`src/hw/pacc_pkg.sv`:
```
// Constants shared by the pulse accumulator design files.
// Assumes a 32-bit AXI4-Lite register bus with byte addresses decoded on the low bits.
package pacc_pkg;
  localparam int unsigned PACC_AW = 8;
  localparam logic [7:0] PACC_OFS_CTRL = 8'h00;
  localparam logic [7:0] PACC_OFS_COUNT = 8'h04;
  localparam logic [7:0] PACC_OFS_MASK = 8'h08;
  localparam logic [7:0] PACC_OFS_FLAGS = 8'h0C;
  // Control register field positions.
  localparam int unsigned PACC_CTRL_EN_BIT = 6;
  localparam int unsigned PACC_CTRL_MODE_BIT = 5;
  localparam int unsigned PACC_CTRL_EDGE_BIT = 4;
  localparam int unsigned PACC_CTRL_CCSEL_BIT = 2;
  // Mask and flag registers share these positions.
  localparam int unsigned PACC_OVF_BIT = 5;
  localparam int unsigned PACC_EDGE_BIT = 4;
  localparam logic [7:0] PACC_CTRL_RST = 8'h00;
  localparam logic [7:0] PACC_MASK_RST = 8'h00;
  localparam logic [7:0] PACC_FLAGS_RST = 8'h00;
  localparam logic [7:0] PACC_COUNT_MAX = 8'hFF;
  localparam int unsigned PACC_PRESC_DIV = 64;
  localparam int unsigned PACC_PRESC_W = 6;
  localparam logic [PACC_PRESC_W-1:0] PACC_PRESC_LAST = PACC_PRESC_W'(PACC_PRESC_DIV - 1);
  localparam logic [1:0] PACC_RESP_OKAY = 2'h0;
  localparam logic [1:0] PACC_RESP_SLVERR = 2'h2;
endpackage : pacc_pkg

```
`src/hw/pacc_edge_if.sv`:
```
// Carries the synchronised input level and its edge pulses between design modules.
// Assumes both ends run on the same clock.
`timescale 1ns/100ps
interface pacc_edge_if;
  logic level;
  logic rise;
  logic fall;
  modport src (output level, output rise, output fall);
  modport dst (input level, input rise, input fall);
endinterface : pacc_edge_if

```
`src/hw/pacc_edge_sync.sv`:
```
// Two-stage synchroniser and edge detector for the accumulator input pin.
// Assumes the pin is asynchronous to mclk_i and changes no faster than mclk_i / 2.
`timescale 1ns/100ps
module pacc_edge_sync (
  input wire logic mclk_i, // System clock.
  input wire logic rst_i, // Asynchronous reset, active high.
  input wire logic pin_i, // Raw accumulator input pin.
  pacc_edge_if.src edge_o // Synchronised level and edges.
);
  logic [2:0] sync_ff;

  always_ff @(posedge mclk_i or posedge rst_i) begin
    if (rst_i) begin
      sync_ff <= 3'h0;
    end else begin
      sync_ff <= {sync_ff[1:0], pin_i};
    end
  end

  // Stage 0 is only read by stage 1; edges come from stages 1 and 2.
  assign edge_o.level = sync_ff[1];
  assign edge_o.rise = sync_ff[1] & ~sync_ff[2];
  assign edge_o.fall = ~sync_ff[1] & sync_ff[2];
endmodule : pacc_edge_sync

```
`src/hw/pacc_top.sv`:
```
// Pulse accumulator: 8-bit event counter or gated time accumulator with AXI4-Lite registers.
// Assumes a single 20 MHz clock and an external input pin asynchronous to it.
//
// What this block does
// - An 8-bit counter works as event counter or gated accumulator by mode bit.
// - Gated mode counts a free-running clock/64 tick while the input is active.
// - System enable 0 disables the accumulator, 1 enables it.
// - Mode bit 0 selects event counting, 1 selects gated accumulation.
// - Event mode counts falling edges if edge bit is 0, rising if 1.
// - Gated mode: low input inhibits if edge bit 0, high input if 1.
// - Capture/compare select: 0 enables compare five, 1 enables capture four.
// - Count register is readable and writable anytime and untouched by reset.
// - Count reads return the current value even while the gate is inactive.
// - Increments are synchronised so they never collide with register reads.
// - Overflow flag sets on wrap from max to zero; writing 1 to bit 5 clears.
// - Overflow enable requests an interrupt when flag is set; never alters flag.
// - Edge flag sets on each selected input edge while enabled; writing 1 to bit 4 clears.
// - Edge enable requests an interrupt when flag is set; never alters flag.
// - Each mask enable sits at the same bit position as its flag.
// - Unused low bits 3..0 of the flag register read zero.
`timescale 1ns/100ps
module pacc_top (
  input wire logic mclk_i, // System clock, 20 MHz.
  input wire logic rst_i, // Asynchronous reset, active high.
  input wire logic s_axi_awvalid, // Write address valid.
  output logic s_axi_awready, // Write address ready.
  input wire logic [7:0] s_axi_awaddr, // Write byte address.
  input wire logic s_axi_wvalid, // Write data valid.
  output logic s_axi_wready, // Write data ready.
  input wire logic [31:0] s_axi_wdata, // Write data.
  input wire logic [3:0] s_axi_wstrb, // Write byte strobes.
  output logic s_axi_bvalid, // Write response valid.
  input wire logic s_axi_bready, // Write response ready.
  output logic [1:0] s_axi_bresp, // Write response code.
  input wire logic s_axi_arvalid, // Read address valid.
  output logic s_axi_arready, // Read address ready.
  input wire logic [7:0] s_axi_araddr, // Read byte address.
  output logic s_axi_rvalid, // Read data valid.
  input wire logic s_axi_rready, // Read data ready.
  output logic [31:0] s_axi_rdata, // Read data.
  output logic [1:0] s_axi_rresp, // Read response code.
  input wire logic accum_input_pin_i, // External event or gate pin.
  output logic accum_ovf_irq_o, // Overflow interrupt request, level.
  output logic accum_edge_irq_o, // Input edge interrupt request, level.
  output logic capture_compare_sel_o // 0 compare five active, 1 capture four active.
);
  pacc_edge_if edge_bus ();

  // The synchroniser needs two clocks per input level to see every edge.
  pacc_edge_sync u_sync (
    .mclk_i (mclk_i),
    .rst_i (rst_i),
    .pin_i (accum_input_pin_i),
    .edge_o (edge_bus.src)
  );

  logic [7:0] ctrl_ff;
  logic [7:0] mask_ff;
  logic [7:0] count_ff;
  logic ovf_flag_ff;
  logic edge_flag_ff;
  logic [pacc_pkg::PACC_PRESC_W-1:0] presc_ff;
  logic aw_held_ff;
  logic w_held_ff;
  logic [7:0] aw_addr_ff;
  logic [7:0] w_byte_ff;
  logic w_lane_ff;
  logic bvalid_ff;
  logic [1:0] bresp_ff;
  logic rvalid_ff;
  logic [31:0] rdata_ff;
  logic [1:0] rresp_ff;
  logic count_known_ff;

  // Register bus handshakes.
  wire aw_take = s_axi_awvalid & s_axi_awready;
  wire w_take = s_axi_wvalid & s_axi_wready;
  wire ar_take = s_axi_arvalid & s_axi_arready;
  wire wr_fire = aw_held_ff & w_held_ff & ~bvalid_ff;

  assign s_axi_awready = ~aw_held_ff & ~bvalid_ff;
  assign s_axi_wready = ~w_held_ff & ~bvalid_ff;
  assign s_axi_arready = ~rvalid_ff;
  assign s_axi_bvalid = bvalid_ff;
  assign s_axi_bresp = bresp_ff;
  assign s_axi_rvalid = rvalid_ff;
  assign s_axi_rdata = rdata_ff;
  assign s_axi_rresp = rresp_ff;

  // Write address decode.
  wire wr_ctrl = wr_fire & w_lane_ff & (aw_addr_ff == pacc_pkg::PACC_OFS_CTRL);
  wire wr_count = wr_fire & w_lane_ff & (aw_addr_ff == pacc_pkg::PACC_OFS_COUNT);
  wire wr_mask = wr_fire & w_lane_ff & (aw_addr_ff == pacc_pkg::PACC_OFS_MASK);
  wire wr_flags = wr_fire & w_lane_ff & (aw_addr_ff == pacc_pkg::PACC_OFS_FLAGS);
  wire wr_mapped = (aw_addr_ff == pacc_pkg::PACC_OFS_CTRL) |
                   (aw_addr_ff == pacc_pkg::PACC_OFS_COUNT) |
                   (aw_addr_ff == pacc_pkg::PACC_OFS_MASK) |
                   (aw_addr_ff == pacc_pkg::PACC_OFS_FLAGS);

  // Control fields.
  wire sys_en = ctrl_ff[pacc_pkg::PACC_CTRL_EN_BIT];
  wire gated_mode = ctrl_ff[pacc_pkg::PACC_CTRL_MODE_BIT];
  wire edge_ctrl = ctrl_ff[pacc_pkg::PACC_CTRL_EDGE_BIT];
  assign capture_compare_sel_o = ctrl_ff[pacc_pkg::PACC_CTRL_CCSEL_BIT];

  // Edge bit picks the counted edge; the same edge ends an active gate period.
  wire sel_edge = edge_ctrl ? edge_bus.rise : edge_bus.fall;
  wire gate_open = edge_bus.level ^ edge_ctrl;
  wire tick = (presc_ff == pacc_pkg::PACC_PRESC_LAST);
  wire mode_inc = gated_mode ? (tick & gate_open) : sel_edge;
  wire inc = sys_en & mode_inc;
  wire ovf_set = inc & ~wr_count & (count_ff == pacc_pkg::PACC_COUNT_MAX);
  wire edge_set = sys_en & sel_edge;

  // Write data wins over a coincident increment and never flags overflow.
  wire [7:0] nxt_count = wr_count ? w_byte_ff :
                         inc ? count_ff + 8'h01 : count_ff;
  // A hardware set in the clearing cycle wins over the clear.
  wire nxt_ovf = ovf_set | (ovf_flag_ff & ~(wr_flags & w_byte_ff[pacc_pkg::PACC_OVF_BIT]));
  wire nxt_edge = edge_set | (edge_flag_ff & ~(wr_flags & w_byte_ff[pacc_pkg::PACC_EDGE_BIT]));

  // Enables sit at the flag positions, so a plain AND gates each request.
  assign accum_ovf_irq_o = ovf_flag_ff & mask_ff[pacc_pkg::PACC_OVF_BIT];
  assign accum_edge_irq_o = edge_flag_ff & mask_ff[pacc_pkg::PACC_EDGE_BIT];

  // Read decode; the count is always visible, gate or no gate.
  wire rd_ctrl = (s_axi_araddr == pacc_pkg::PACC_OFS_CTRL);
  wire rd_count = (s_axi_araddr == pacc_pkg::PACC_OFS_COUNT);
  wire rd_mask = (s_axi_araddr == pacc_pkg::PACC_OFS_MASK);
  wire rd_flags = (s_axi_araddr == pacc_pkg::PACC_OFS_FLAGS);
  wire [7:0] flags_view = {2'h0, ovf_flag_ff, edge_flag_ff, 4'h0};
  wire [7:0] rd_byte = rd_ctrl ? ctrl_ff :
                       rd_count ? count_ff :
                       rd_mask ? mask_ff :
                       rd_flags ? flags_view : 8'h00;
  wire rd_mapped = rd_ctrl | rd_count | rd_mask | rd_flags;

  // Only the implemented control and mask bits are stored; others read zero.
  wire [7:0] ctrl_wmask = 8'h74;
  wire [7:0] mask_wmask = 8'h30;

  // Count has no reset: its contents survive a reset.
  // Updates land on the clock edge while reads sample settled data between edges.
  always_ff @(posedge mclk_i) begin
    count_ff <= nxt_count;
  end

  always_ff @(posedge mclk_i or posedge rst_i) begin
    if (rst_i) begin
      ctrl_ff <= pacc_pkg::PACC_CTRL_RST;
      mask_ff <= pacc_pkg::PACC_MASK_RST;
      ovf_flag_ff <= pacc_pkg::PACC_FLAGS_RST[pacc_pkg::PACC_OVF_BIT];
      edge_flag_ff <= pacc_pkg::PACC_FLAGS_RST[pacc_pkg::PACC_EDGE_BIT];
      presc_ff <= '0;
    end else begin
      if (wr_ctrl) begin
        ctrl_ff <= w_byte_ff & ctrl_wmask;
      end
      if (wr_mask) begin
        mask_ff <= w_byte_ff & mask_wmask;
      end
      ovf_flag_ff <= nxt_ovf;
      edge_flag_ff <= nxt_edge;
      presc_ff <= presc_ff + 1'b1;
    end
  end

  // Write channel: address and data are taken in either order, then answered.
  always_ff @(posedge mclk_i or posedge rst_i) begin
    if (rst_i) begin
      aw_held_ff <= 1'b0;
      w_held_ff <= 1'b0;
      aw_addr_ff <= 8'h00;
      w_byte_ff <= 8'h00;
      w_lane_ff <= 1'b0;
      bvalid_ff <= 1'b0;
      bresp_ff <= pacc_pkg::PACC_RESP_OKAY;
    end else begin
      if (aw_take) begin
        aw_held_ff <= 1'b1;
        aw_addr_ff <= s_axi_awaddr;
      end
      if (w_take) begin
        w_held_ff <= 1'b1;
        w_byte_ff <= s_axi_wdata[7:0];
        w_lane_ff <= s_axi_wstrb[0];
      end
      if (wr_fire) begin
        aw_held_ff <= 1'b0;
        w_held_ff <= 1'b0;
        bvalid_ff <= 1'b1;
        bresp_ff <= wr_mapped ? pacc_pkg::PACC_RESP_OKAY : pacc_pkg::PACC_RESP_SLVERR;
      end else if (bvalid_ff & s_axi_bready) begin
        bvalid_ff <= 1'b0;
      end
    end
  end

  // Read channel: one cycle from address to data.
  always_ff @(posedge mclk_i or posedge rst_i) begin
    if (rst_i) begin
      rvalid_ff <= 1'b0;
      rdata_ff <= 32'h0000_0000;
      rresp_ff <= pacc_pkg::PACC_RESP_OKAY;
    end else if (ar_take) begin
      rvalid_ff <= 1'b1;
      rdata_ff <= {24'h00_0000, rd_byte};
      rresp_ff <= rd_mapped ? pacc_pkg::PACC_RESP_OKAY : pacc_pkg::PACC_RESP_SLVERR;
    end else if (rvalid_ff & s_axi_rready) begin
      rvalid_ff <= 1'b0;
    end
  end

  // The count has no reset, so the disabled-hold check waits until software has written it once.
  // A reset clears this helper although the count survives, which only delays that check.
  always_ff @(posedge mclk_i or posedge rst_i) begin
    if (rst_i) begin
      count_known_ff <= 1'b0;
    end else if (wr_count) begin
      count_known_ff <= 1'b1;
    end
  end
endmodule : pacc_top

```
`config.mk`:
```
export PLATFORM = sky130hd
export DESIGN_NAME = pacc_top
export DESIGN_NICKNAME = d
export VERILOG_FILES = /design/src/hw/pacc_pkg.sv /design/src/hw/pacc_edge_if.sv /design/src/hw/pacc_edge_sync.sv /design/src/hw/pacc_top.sv
export SDC_FILE = /design/constraint.sdc
export NUM_CORES = 1
export LEC_CHECK = 0
export BUFFER_PORTS_ARGS = -buffer_cell sky130_fd_sc_hd__buf_4
export CAP_MARGIN = 25
export CORE_MARGIN = 2
export CORE_UTILIZATION = 44
export DETAILED_ROUTE_END_ITERATION = 16
export PLACE_DENSITY = 0.84
export RECOVER_POWER = 50
export SETUP_SLACK_MARGIN = 0.02
export SYNTH_ARGS = -nofsm -noshare
export SYNTH_HDL_FRONTEND = slang
export SYNTH_SLANG_ARGS = --single-unit
```
`constraint.sdc`:
```
create_clock -name mclk_i -period 2.1 [get_ports mclk_i]
set_clock_uncertainty 0.1 [all_clocks]
set_input_delay 0.63 -clock mclk_i [delete_from_list [all_inputs] [get_ports mclk_i]]
set_output_delay 0.63 -clock mclk_i [all_outputs]
set_load 0.05 [all_outputs]
```
# Yosys cells after proc, flatten, opt, wreduce, memory -nomap -nowiden
# Index checks and enable logic that the tools add are counted.
[totals]
register_bits = 58
inputBits = 60
output_inout_bits = 44
word_cells = 97
[classes]
addsub = 2
n_eq_ne = 8
n_mux = 18
n_bitwise = 45
n_reduce_logical = 7
[op_table]
columns = ["op", "n"]
rows = [
  ["$eq 8x4->1 const B", 4],
  ["$mux 8", 4],
  ["$and 1x1->1", 27],
  ["$eq 8x3->1 const B", 2],
  ["$logic_not 8->1", 2],
  ["$mux 6", 2],
  ["$mux 1", 10],
  ["$reduce_bool 2->1", 5],
  ["$not 1->1", 9],
  ["$add 8x1->8 const B", 1],
  ["$eq 8x8->1 const B", 1],
  ["$or 1x1->1", 8],
  ["$add 6x1->6 const B", 1],
  ["$eq 6x6->1 const B", 1],
  ["$mux 2", 2],
  ["$xor 1x1->1", 1],
]

# Longest topological paths before layout
# Gate-level depths: netlist of run 1.
[logic_depth]
depth_word = 8
depth_mapped = 6
mapped_depth_nobuf = 5

# Cells and area by module
# A second synthesis of run 1 with hierarchy kept.
[hier_totals]
hier_cells = 218
area_unflattened_um2 = 2641.3
[by_module_without_submodules]
columns = ["mod", "instances", "cells_each", "area_per_inst_um2", "seq_area_each_um2"]
rows = [
  ["pacc_top", 1, 212, 2547.4, 1366.3],
  ["pacc_edge_sync", 1, 6, 93.8, 75.1],
]

# Worst setup path after synthesis of run 1
# No wires, ideal clock.
[synth_timing]
path_type = "register -> register"
from = "register bvalid_ff (netlist: s_axi_bvalid)"
to = "register count_ff[0], enable pin"
setup_ns = 0.329
t_arrival_ns = 1.894
t_required_ns = 1.671
path_slack_ns = -0.223
path_stages_with_launch = 7
n_path_buf = 2
period_less_slack_ns = 2.323
path_cell_list = "dfrtp_1 and3b_1 clkbuf_1 nand4_1 or3_1 clkbuf_1 nand2_1"
[synth_between]
elab_chain_cells = 5
[synth_lines]
columns = ["item", "line", "text"]
rows = [
  ["start: declaration", "pacc_top.sv:68", "logic bvalid_ff;"],
  ["start signal: assignment", "pacc_top.sv:176", "bvalid_ff <= 1'b0;"],
  ["start signal: assignment", "pacc_top.sv:191", "bvalid_ff <= 1'b1;"],
  ["start signal: assignment", "pacc_top.sv:194", "bvalid_ff <= 1'b0;"],
  ["$not 1->1", "pacc_top.sv:79", "wire wr_fire = aw_held_ff & w_held_ff & ~bvalid_ff;"],
  ["$and 1x1->1", "pacc_top.sv:79", ""],
  ["$and 1x1->1 (2 in a row)", "pacc_top.sv:92", "wire wr_count = wr_fire & w_lane_ff & (aw_addr_ff == pacc_pkg::PACC_OFS_COUNT);"],
  ["$reduce_bool 2->1 (no source line)", "--", ""],
  ["end signal: assignment", "pacc_top.sv:145", "count_ff <= nxt_count;"],
  ["end: declaration", "pacc_top.sv:59", "logic [7:0] count_ff;"],
]
# Every way passes these cells.
# A chain may end at the register's enable or synchronous reset.

# Final worst setup path of run 1
[layout_timing]
from = "register aw_addr_ff[4]"
to = "register count_ff[1], enable pin"
[layout_between]
elab_chain_cells = 3
[layout_lines]
columns = ["item", "line", "text"]
rows = [
  ["start: declaration", "pacc_top.sv:65", "logic [7:0] aw_addr_ff;"],
  ["start signal: assignment", "pacc_top.sv:181", "aw_addr_ff <= s_axi_awaddr;"],
  ["$eq 8x3->1", "pacc_top.sv:92", ""],
  ["$and 1x1->1", "pacc_top.sv:92", ""],
  ["$reduce_bool 2->1 (no source line)", "--", ""],
]
# Every way passes these cells.

==> results.toml, run 1 <==
[drt]
wl_per_cell_um = 13.5
detailroute.via_count = 1817
detail_route.vias_per_cell = 5.01
drt_drc_violations_left = 0
top_signal_layer_used = "met4"
met1_length_mm = 2.19
detail_route.wirelength_mm = 4.91
first_pass_iteration_count_of_the_detailed_router = 4
drtIter0Drc = 89
detail-route-antenna-nets = 0
dr_wl_met3_um = 350
routed-wl-met2_mm = 2.33

[timing]
holdWs_ns = 0.264
rsz0062_at_grt = "true"
finalCritPeriodShare = 0.951
finalCriticalPeriod_ns = 2.00
finalHoldViolCount = 0
timing.setup.tns_ns = 0
timing.final.max_slew_violations = 0
worstMarginPinSlew_ns = 0.723
max_slew_margin = 0.518
achievable-frequency_mhz = 501
finalSetupViolCount = 0

[cells_and_area]
area_growth_syn_to_layout_pct = 18.6
fin_util = 0.536
count_of_antenna_diodes_in_the_layout = 0
final_cell_area_mm2 = 0.00315
layout_commonest_cell = "sky130_fd_sc_hd__buf_4"
nNetsFinal = 349
drive_gt1_frac = 0.330
most_used_cells_in_the_layout_excluding_fill_and_tap_cells = "sky130_fd_sc_hd__buf_4 (51), sky130_fd_sc_hd__dfrtp_1 (48), sky130_fd_sc_hd__conb_1 (26)"
instances_no_fill = 363
final.fill_count = 536

[power]
ir_worst_vdd_mv = 0.919
power.switching_w = 0.00112
cellLeakagePower_nw = 1.47
internal-power_w = 0.00198
switching_share = 0.361
power.clock.fraction = 0.193
power_dens_cells_mw_per_mm2 = 984
seqPwrFrac = 0.511
p_comb_frac = 0.296

[logic_synthesis]
synth_top_cell_area_share = 0.452
post_synth_main_area_contributors = "sky130_fd_sc_hd__dfrtp_1 (45%), sky130_fd_sc_hd__mux2_2 (9.7%), sky130_fd_sc_hd__edfxtp_1 (9.0%)"
synth_edf_count = 8
synth_sequential_area_ratio = 0.542
async_reset_ff_frac = 0.857
synthCells = 229
cell_area_after_synthesis_mm2 = 0.00266
synth-warning-count = 0
synth_ff_type = "sky130_fd_sc_hd__dfrtp_1"
netlist_cell_types = 37
synthesis.area_per_instance_um2 = 11.6
postSynthRegisterBits = 56
synthDominantAreaCellType = "sky130_fd_sc_hd__dfrtp_1"

[worst_setup_path]
critical_path.startpoint_type = "register"
cp.arrival_ns = 1.90
crit_path_end_kind = "register"
critical_path.max_stage_delay_ns = 0.42
worst_path_max_delay_cell = "sky130_fd_sc_hd__dfrtp_1"
worst_ep_required_time_ns = 2.01
cp_max_fo = 8
worstPathCellList = "nor4_4 > nand4_1 > or3_4 > nand2_2"
worst_setup_path_category = "register to register"

[grt]
grt_usage = 0.156
grt_max_degree = 31
antenna_violations_before_repair = 0
first_global_vias = 1714
grt_first_pass_wirelength_mm = 8.00
overflow = 0

[cts]
setup_buffers_after_cts = 0
cts_max_level = 2
clk_pin_slew_ns = 0.09
cts_num_sinks = 56
ctsLongestPathBuffers = 2
clkLatencyLatePin_ns = 0.31
cts_root_buffer = "sky130_fd_sc_hd__clkbuf_8"
tritoncts = "yes"
cts_inserted_buffers = 5

[floorplanning]
core.rowCount = 28
floorplan.initialDensity = 0.452
dieWidth_um = 81.7
die-area_mm2 = 0.00668
die_height_um = 81.7
core_mm2 = 0.00589
design.portCount = 104

[status]
status = "completed"

[placement]
placedCellCount = 355
globalplace.congestion = 0.775
numPortBuffers = 50
dp.final_hpwl_mm = 3.74
area_after_dpl_mm2 = 0.00308

[min_path]
hold_path.class = "register to register"

[run]
drv_cap = 0
-- synth_stat cells (3+ instances only) --
library cell,instances
sky130_fd_sc_hd__o21ai_0,5
sky130_fd_sc_hd__mux2_2,23
sky130_fd_sc_hd__nand4_1,4
sky130_fd_sc_hd__nand3_1,6
sky130_fd_sc_hd__nand2_1,16
sky130_fd_sc_hd__nor4_1,3
sky130_fd_sc_hd__clkbuf_1,6
sky130_fd_sc_hd__a21oi_1,12
sky130_fd_sc_hd__xor2_1,4
sky130_fd_sc_hd__xnor2_1,7
sky130_fd_sc_hd__a32o_2,4
sky130_fd_sc_hd__dfrtp_1,48
sky130_fd_sc_hd__inv_1,9
sky130_fd_sc_hd__edfxtp_1,8
sky130_fd_sc_hd__nor2_1,15
sky130_fd_sc_hd__buf_4,26
sky130_fd_sc_hd__mux2i_1,3
-- logic make-up (layout without fill, tap and decap cells) --
kind of cell | after synthesis | in the layout | share of synthesized area
buffers and inverters | 41 | 75 | 0.0946
AND/OR/NAND/NOR | 62 | 62 | 0.132
other | 1 | 26 | 0.00141
flip-flops | 56 | 56 | 0.542
AO/OA/AOI/OAI | 30 | 30 | 0.0753
multiplexers | 26 | 26 | 0.109
XOR/XNOR | 11 | 11 | 0.0363
adder cells (fa/ha/maj) | 2 | 2 | 0.00941
-- sequential cells by signal, indices dropped and copies added, names as in the netlist, 2 cells and up --
register and cells:
aw_addr_ff 8, count_ff 8, s_axi_rdata 8, w_byte_ff 8, presc_ff 6, ctrl_ff 4
u_sync.sync_ff 3, mask_ff 2
-- per-stage QoR --
stage                     total power (W)  setup slack, ns
after floorplan                   0.00228          -0.0298
after global placement            0.00249           -0.193
after detailed placement          0.00254           -0.208
after CTS                         0.00312           0.0431
after global routing              0.00327          0.00819
final                             0.00310            0.102
-- worst max-delay path, delay by kind of cell (launching register included) --
kind / cells / cell delay [ns]
and+or+nand+nor: 4 / 1.17
DFF: 1 / 0.42
-- layout make-up --
cell class / instances / area [µm²] / area share
clock buffer: 8 / 90.1 / 0.0286
inverter: 9 / 33.8 / 0.0107
multi-input combinational: 157 / 1070 / 0.341
sequential: 56 / 1440 / 0.457
tap: 75 / 93.8 / 0.0298
timing repair buffer: 58 / 418 / 0.133
-- timing repair --
item                                   4_1_cts  5_1_grt
hold buffers                                 0        0
setup endpoints to repair                    0       19
gates resized for setup                      0        3
endpoints found under the hold margin        0        0
-- metal layers --
metal,vias up,global-route usage
met1,877,0.209
li1,862,-
met5,-,0
met4,0,0.0400
met3,4,0.0440
met2,74,0.252
-- power by group through the flow --
| stage | clock network, W | logic, W | registers, W |
|---|---|---|---|
| floorplan | 0 | 0.000677 | 0.00160 |
| global placement | 0 | 0.000912 | 0.00158 |
| detailed placement | 0 | 0.000942 | 0.00159 |
| CTS | 0.000609 | 0.000946 | 0.00157 |
| global route | 0.000658 | 0.000988 | 0.00162 |
| finish | 0.000598 | 0.000917 | 0.00159 |
-- worst paths after layout --
kind	startpoint	end	slack, ns	depth (start not counted)
worst max-delay path	aw_addr_ff[4]	count_ff[1]	0.10	4
worst min-delay path	u_sync.sync_ff[0]	u_sync.sync_ff[1]	0.26	0
worst max register to register	aw_addr_ff[4]	count_ff[1]	0.10	4
worst min register to register	u_sync.sync_ff[0]	u_sync.sync_ff[1]	0.26	0
max in group asynchronous	rst_i	w_byte_ff[0]	0.43	3
min in group asynchronous	rst_i	aw_addr_ff[1]	0.32	2
Power figures use the tool's default switching activity.
==> inputs of run 2 (changes only) <==
Settings changed: ABC_AREA from default to 1, CORE_UTILIZATION 44 to 45, HOLD_SLACK_MARGIN from default to 0.1, PLACE_DENSITY 0.84 to 0.85.
==> run 2 against run 1 <==
Clock power up 24%. Combinational power up 12%. Power up 6.7%. Wire length up 3.9%. Critical path type is now register to output port.
==> results.toml, run 2 <==
[cts]
clkLatencyLatePin_ns = 0.31
cts_inserted_buffers = 5
cts_root_buffer = "sky130_fd_sc_hd__clkbuf_8"
cts_num_sinks = 56
cts_resized = 0
ctsLongestPathBuffers = 2
cts_max_level = 2
clk_pin_slew_ns = 0.10
setup_buffers_after_cts = 0
cts-hold-fix-buffers = 0
tritoncts = "yes"

[grt]
grt_first_pass_wirelength_mm = 8.75
first_global_vias = 1951
grt_max_degree = 28
antenna_violations_before_repair = 0
overflow = 0
grt_usage = 0.153

[floorplanning]
dieWidth_um = 83.3
die-area_mm2 = 0.00693
floorplan.initialDensity = 0.472
core_mm2 = 0.00599
die_height_um = 83.3
core.rowCount = 28
design.portCount = 104

[drt]
wl_per_cell_um = 11.4
drt_drc_violations_left = 0
detail-route-antenna-nets = 0
drtIter0Drc = 151
top_signal_layer_used = "met4"
detail_route.vias_per_cell = 4.86
detailroute.via_count = 2168
first_pass_iteration_count_of_the_detailed_router = 4
detail_route.wirelength_mm = 5.10
dr_wl_met3_um = 342
routed-wl-met2_mm = 2.46
met1_length_mm = 2.26

[min_path]
holdPathStages = 0
hold_path.class = "register to register"
hold_path_end = "u_sync.sync_ff[1]"
hp-start = "u_sync.sync_ff[0]"

[cells_and_area]
area_growth_syn_to_layout_pct = 17.0
most_used_cells_in_the_layout_excluding_fill_and_tap_cells = "sky130_fd_sc_hd__nand2_1 (71), sky130_fd_sc_hd__buf_4 (49), sky130_fd_sc_hd__dfrtp_1 (48)"
final_cell_area_mm2 = 0.00331
area.sequential_mm2 = 0.00144
drive_gt1_frac = 0.224
final.fill_count = 535
layout_commonest_cell = "sky130_fd_sc_hd__nand2_1"
multi_input_area_mm2 = 0.00113
nNetsFinal = 432
count_of_antenna_diodes_in_the_layout = 0

[logic_synthesis]
synthesis.area_per_instance_um2 = 9.03
yosys-top-cells-count = "sky130_fd_sc_hd__nand2_1 (70), sky130_fd_sc_hd__dfrtp_1 (48), sky130_fd_sc_hd__inv_1 (32)"
synth_sequential_area_ratio = 0.510
netlist_cell_types = 27
synth_top_cell_area_share = 0.425
synthMostInstantiatedCell = "sky130_fd_sc_hd__nand2_1"
synth_edf_count = 8
cell_area_after_synthesis_mm2 = 0.00283
synth-warning-count = 0
synth_ff_type = "sky130_fd_sc_hd__dfrtp_1"
synthDominantAreaCellType = "sky130_fd_sc_hd__dfrtp_1"
postSynthRegisterBits = 56
async_reset_ff_frac = 0.857
synthCells = 313
post_synth_main_area_contributors = "sky130_fd_sc_hd__dfrtp_1 (42%), sky130_fd_sc_hd__nand2_1 (9.3%), sky130_fd_sc_hd__edfxtp_1 (8.5%)"

[worst_setup_path]
cp.arrival_ns = 1.12
r2r-end = "count_ff[7]"
worst_setup_path_category = "register to output port"
reg2regPathDepth = 5
reg2reg_setup_slack_ns = 0.25
worst_ep_required_time_ns = 1.37
r2r_start = "aw_addr_ff[7]"
cp_max_fo = 3
worstPathCellList = "nor2_1 > buf_4"
worst_path_max_delay_cell = "sky130_fd_sc_hd__dfrtp_1"
worst-path-stages = 2
crit_path_end_kind = "output port"
critical_path.startpoint_type = "register"
worstPathBufferInverterCount = 1
critical_path.max_stage_delay_ns = 0.44
worst_path_dominant_cell_family = "flip-flops"

[placement]
dp.final_hpwl_mm = 3.97
area_after_dpl_mm2 = 0.00321
numPortBuffers = 50
globalplace.congestion = 0.796

[timing]
achievable-frequency_mhz = 540
max_slew_margin = 0.482
finalCriticalPeriod_ns = 1.85
finalSetupViolCount = 0
finalCritPeriodShare = 0.882
timing.final.max_slew_violations = 0
rsz0062_at_grt = "false"
timing.setup.tns_ns = 0
finalHoldViolCount = 0
worstMarginPinSlew_ns = 0.776

[status]
status = "completed"

[power]
cellLeakagePower_nw = 1.69
power_dens_cells_mw_per_mm2 = 1000
ir_worst_vdd_mv = 0.757

[run]
drv_cap = 0
-- run 2: worst reg2reg max path, delay by kind of cell, from the launching register on --
| family | cells | cell delay (ns) |
|---|---|---|
| AND/OR/NAND/NOR | 5 | 1.02 |
| flip-flops | 1 | 0.39 |
-- run 2: power by group --
part | internal, W | total (W) | switching, W | leakage, nW
clock | 0.000390 | 0.000743 | 0.000352 | 0.0614
combinational | 0.000354 | 0.00103 | 0.000680 | 0.973
sequential | 0.00135 | 0.00153 | 0.000182 | 0.660
total | 0.00209 | 0.00331 | 0.00121 | 1.69
-- run 2: area by class of cell --
cell class,instances,share of cell area
clock buffers,6,0.0250
clock inverters,2,0.0117
inverters,32,0.0363
multi-input cells,221,0.342
flip-flops and latches,56,0.436
well taps,75,0.0284
repair buffers,54,0.121
-- run 2: worst max-delay path by stage --
stage | from | endpoint
5_1_grt | aw_addr_ff[7] | count_ff[7]
2_1_floorplan | s_axi_bvalid | w_lane_ff
6_report | w_held_ff | s_axi_wready
3_3_place_gp | s_axi_bvalid | count_ff[1]
4_1_cts | aw_addr_ff[7] | count_ff[7]
3_5_place_dp | s_axi_bvalid | count_ff[3]
-- run 2: metal layers --
metal	global-route usage	vias to the layer above
met5	0	-
met4	0.0358	0
met3	0.0348	5
met2	0.249	79
met1	0.208	1016
li1	-	1068
-- run 2: kinds of logic after synthesis --
group,share of synthesized area
and+or+nand+nor,0.234
buffers and inverters,0.121
DFF,0.510
AOI/OAI and AO/OA,0.0549
muxes,0.0478
xor gates and xnor gates,0.0217
adders and majority gates,0.00885
other,0.00133
-- run 2: per-stage QoR --
stage | std cells | setup slack, ns | utilization | power (W) | hold slack (ns)
after detailed placement | 438 | 0.317 | 0.536 | 0.00261 | 0.236
after floorplan | 338 | 0.184 | - | 0.00237 | 0.231
final | 446 | 0.247 | 0.552 | 0.00331 | 0.256
after global routing | 446 | 0.0678 | 0.552 | 0.00349 | 0.276
after CTS | 446 | 0.227 | 0.556 | 0.00335 | 0.243
after global placement | 438 | 0.345 | 0.536 | 0.00256 | 0.237
==> inputs of run 3 (changes only) <==
Settings changed: CORE_ASPECT_RATIO from default to 0.7.
==> run 3 against run 2 <==
Global-route usage grew 1.4 points. Maximum frequency is essentially flat. Sequential power is essentially flat. Setup slack is essentially flat. Critical path depth is the same.
==> results.toml, run 3 (synthesized netlist as in run 2, its figures left out) <==
[floorplanning]
core_mm2 = 0.00616
floorplan.initialDensity = 0.459
design.portCount = 104
die-area_mm2 = 0.00694
core.rowCount = 24
die_height_um = 70.3
dieWidth_um = 98.7

[cts]
cts_num_sinks = 56
setup_buffers_after_cts = 0
cts_root_buffer = "sky130_fd_sc_hd__clkbuf_8"
clk_pin_slew_ns = 0.09
cts-hold-fix-buffers = 0
tritoncts = "yes"
cts_max_level = 2
clkLatencyLatePin_ns = 0.30
ctsLongestPathBuffers = 2
cts_resized = 0
cts_inserted_buffers = 5

[placement]
area_after_dpl_mm2 = 0.00322
dp.final_hpwl_mm = 4.18
globalplace.congestion = 0.854
numPortBuffers = 50
placedCellCount = 441

[timing]
rsz0062_at_grt = "false"
finalSetupViolCount = 0
timing.setup.tns_ns = 0
worstMarginPinSlew_ns = 0.780
timing.final.max_slew_violations = 0
finalHoldViolCount = 0
finalCritPeriodShare = 0.882
max_slew_margin = 0.479
achievable-frequency_mhz = 540
finalCriticalPeriod_ns = 1.85

[cells_and_area]
instances_no_fill = 449
fin_util = 0.531
area_growth_syn_to_layout_pct = 15.6
final.fill_count = 576
most_used_cells_in_the_layout_excluding_fill_and_tap_cells = "sky130_fd_sc_hd__nand2_1 (71), sky130_fd_sc_hd__buf_4 (49), sky130_fd_sc_hd__dfrtp_1 (48)"
final_cell_area_mm2 = 0.00327
count_of_antenna_diodes_in_the_layout = 0
nNetsFinal = 432
drive_gt1_frac = 0.216
layout_commonest_cell = "sky130_fd_sc_hd__nand2_1"

[drt]
drt_drc_violations_left = 0
detailroute.via_count = 2144
detail_route.wirelength_mm = 5.35
detail_route.vias_per_cell = 4.78
first_pass_iteration_count_of_the_detailed_router = 4
detail-route-antenna-nets = 0
wl_per_cell_um = 11.9
drtIter0Drc = 142

[grt]
antenna_violations_before_repair = 0
grt_usage = 0.167
grt_first_pass_wirelength_mm = 9.30
grt_max_degree = 28
first_global_vias = 2024
overflow = 0

[worst_setup_path]
crit_path_end_kind = "output port"
worst_ep_required_time_ns = 1.37
reg2reg_setup_slack_ns = 0.28
worst_setup_path_category = "register to output port"
cp.arrival_ns = 1.12
critical_path.startpoint_type = "register"
cp_max_fo = 3

[power]
cellLeakagePower_nw = 1.67
ir_worst_vdd_mv = 0.868
power_dens_cells_mw_per_mm2 = 954

[status]
status = "completed"

[run]
drv_cap = 0

[min_path]
hold_path.class = "register to register"
## run 3: cell count changes in the layout (fill, tap and decap cells not counted)
cell,change
sky130_fd_sc_hd__clkbuf_1,+2
sky130_fd_sc_hd__bufinv_16,-1
sky130_fd_sc_hd__clkbuf_8,-1
sky130_fd_sc_hd__clkinv_2,+1
sky130_fd_sc_hd__clkinv_4,-1
sky130_fd_sc_hd__nor2_1,+1
sky130_fd_sc_hd__nor2_2,-1
## run 3: area by class of cell
type	count	area, µm²	area share
Sequential cell	56	1440	0.441
Multi-Input combinational cell	221	1130	0.345
Timing Repair Buffer	54	399	0.122
Inverter	32	120	0.0368
Tap cell	78	97.6	0.0299
Clock buffer	7	76.3	0.0234
Clock inverter	1	5.00	0.00153
## run 3: critical path, cell delays in order, from the launching register on
cell and delay [ns]:
sky130_fd_sc_hd__dfrtp_1 0.44, sky130_fd_sc_hd__nor2_1 0.16, sky130_fd_sc_hd__buf_4 0.22
## run 3: stage by stage
| stage | hold WS (ns) | setup slack, ns | power [W] |
|---|---|---|---|
| floorplan | 0.231 | 0.184 | 0.00237 |
| global placement | 0.238 | 0.347 | 0.00257 |
| detailed placement | 0.249 | 0.283 | 0.00261 |
| CTS | 0.249 | 0.224 | 0.00317 |
| global route | 0.286 | 0.0667 | 0.00333 |
| finish | 0.266 | 0.247 | 0.00312 |
## run 3: path summary, 6_finish.rpt
kind / startpoint / endpoint / depth (start not counted)
setup / recovery: aw_held_ff / s_axi_awready / 2
hold / removal: u_sync.sync_ff[0] / u_sync.sync_ff[1] / 0
setup reg to reg: aw_addr_ff[0] / count_ff[6] / 5
hold reg to reg: u_sync.sync_ff[0] / u_sync.sync_ff[1] / 0
max in group asynchronous: rst_i / ovf_flag_ff / 3
min in group asynchronous: rst_i / aw_addr_ff[4] / 2
## run 3: metal layers
layer | part of all wire | global-route usage
met1 | 0.46 | 0.239
met2 | 0.44 | 0.253
met3 | 0.086 | 0.0410
met4 | 0.012 | 0.0457
met5 | 0 | 0
## run 3: report_power, final
group	leakage, nW	internal, W	total, W	switching [W]
logic	0.973	0.000352	0.00103	0.000680
registers	0.660	0.00135	0.00152	0.000174
clock network	0.0422	0.000235	0.000563	0.000328
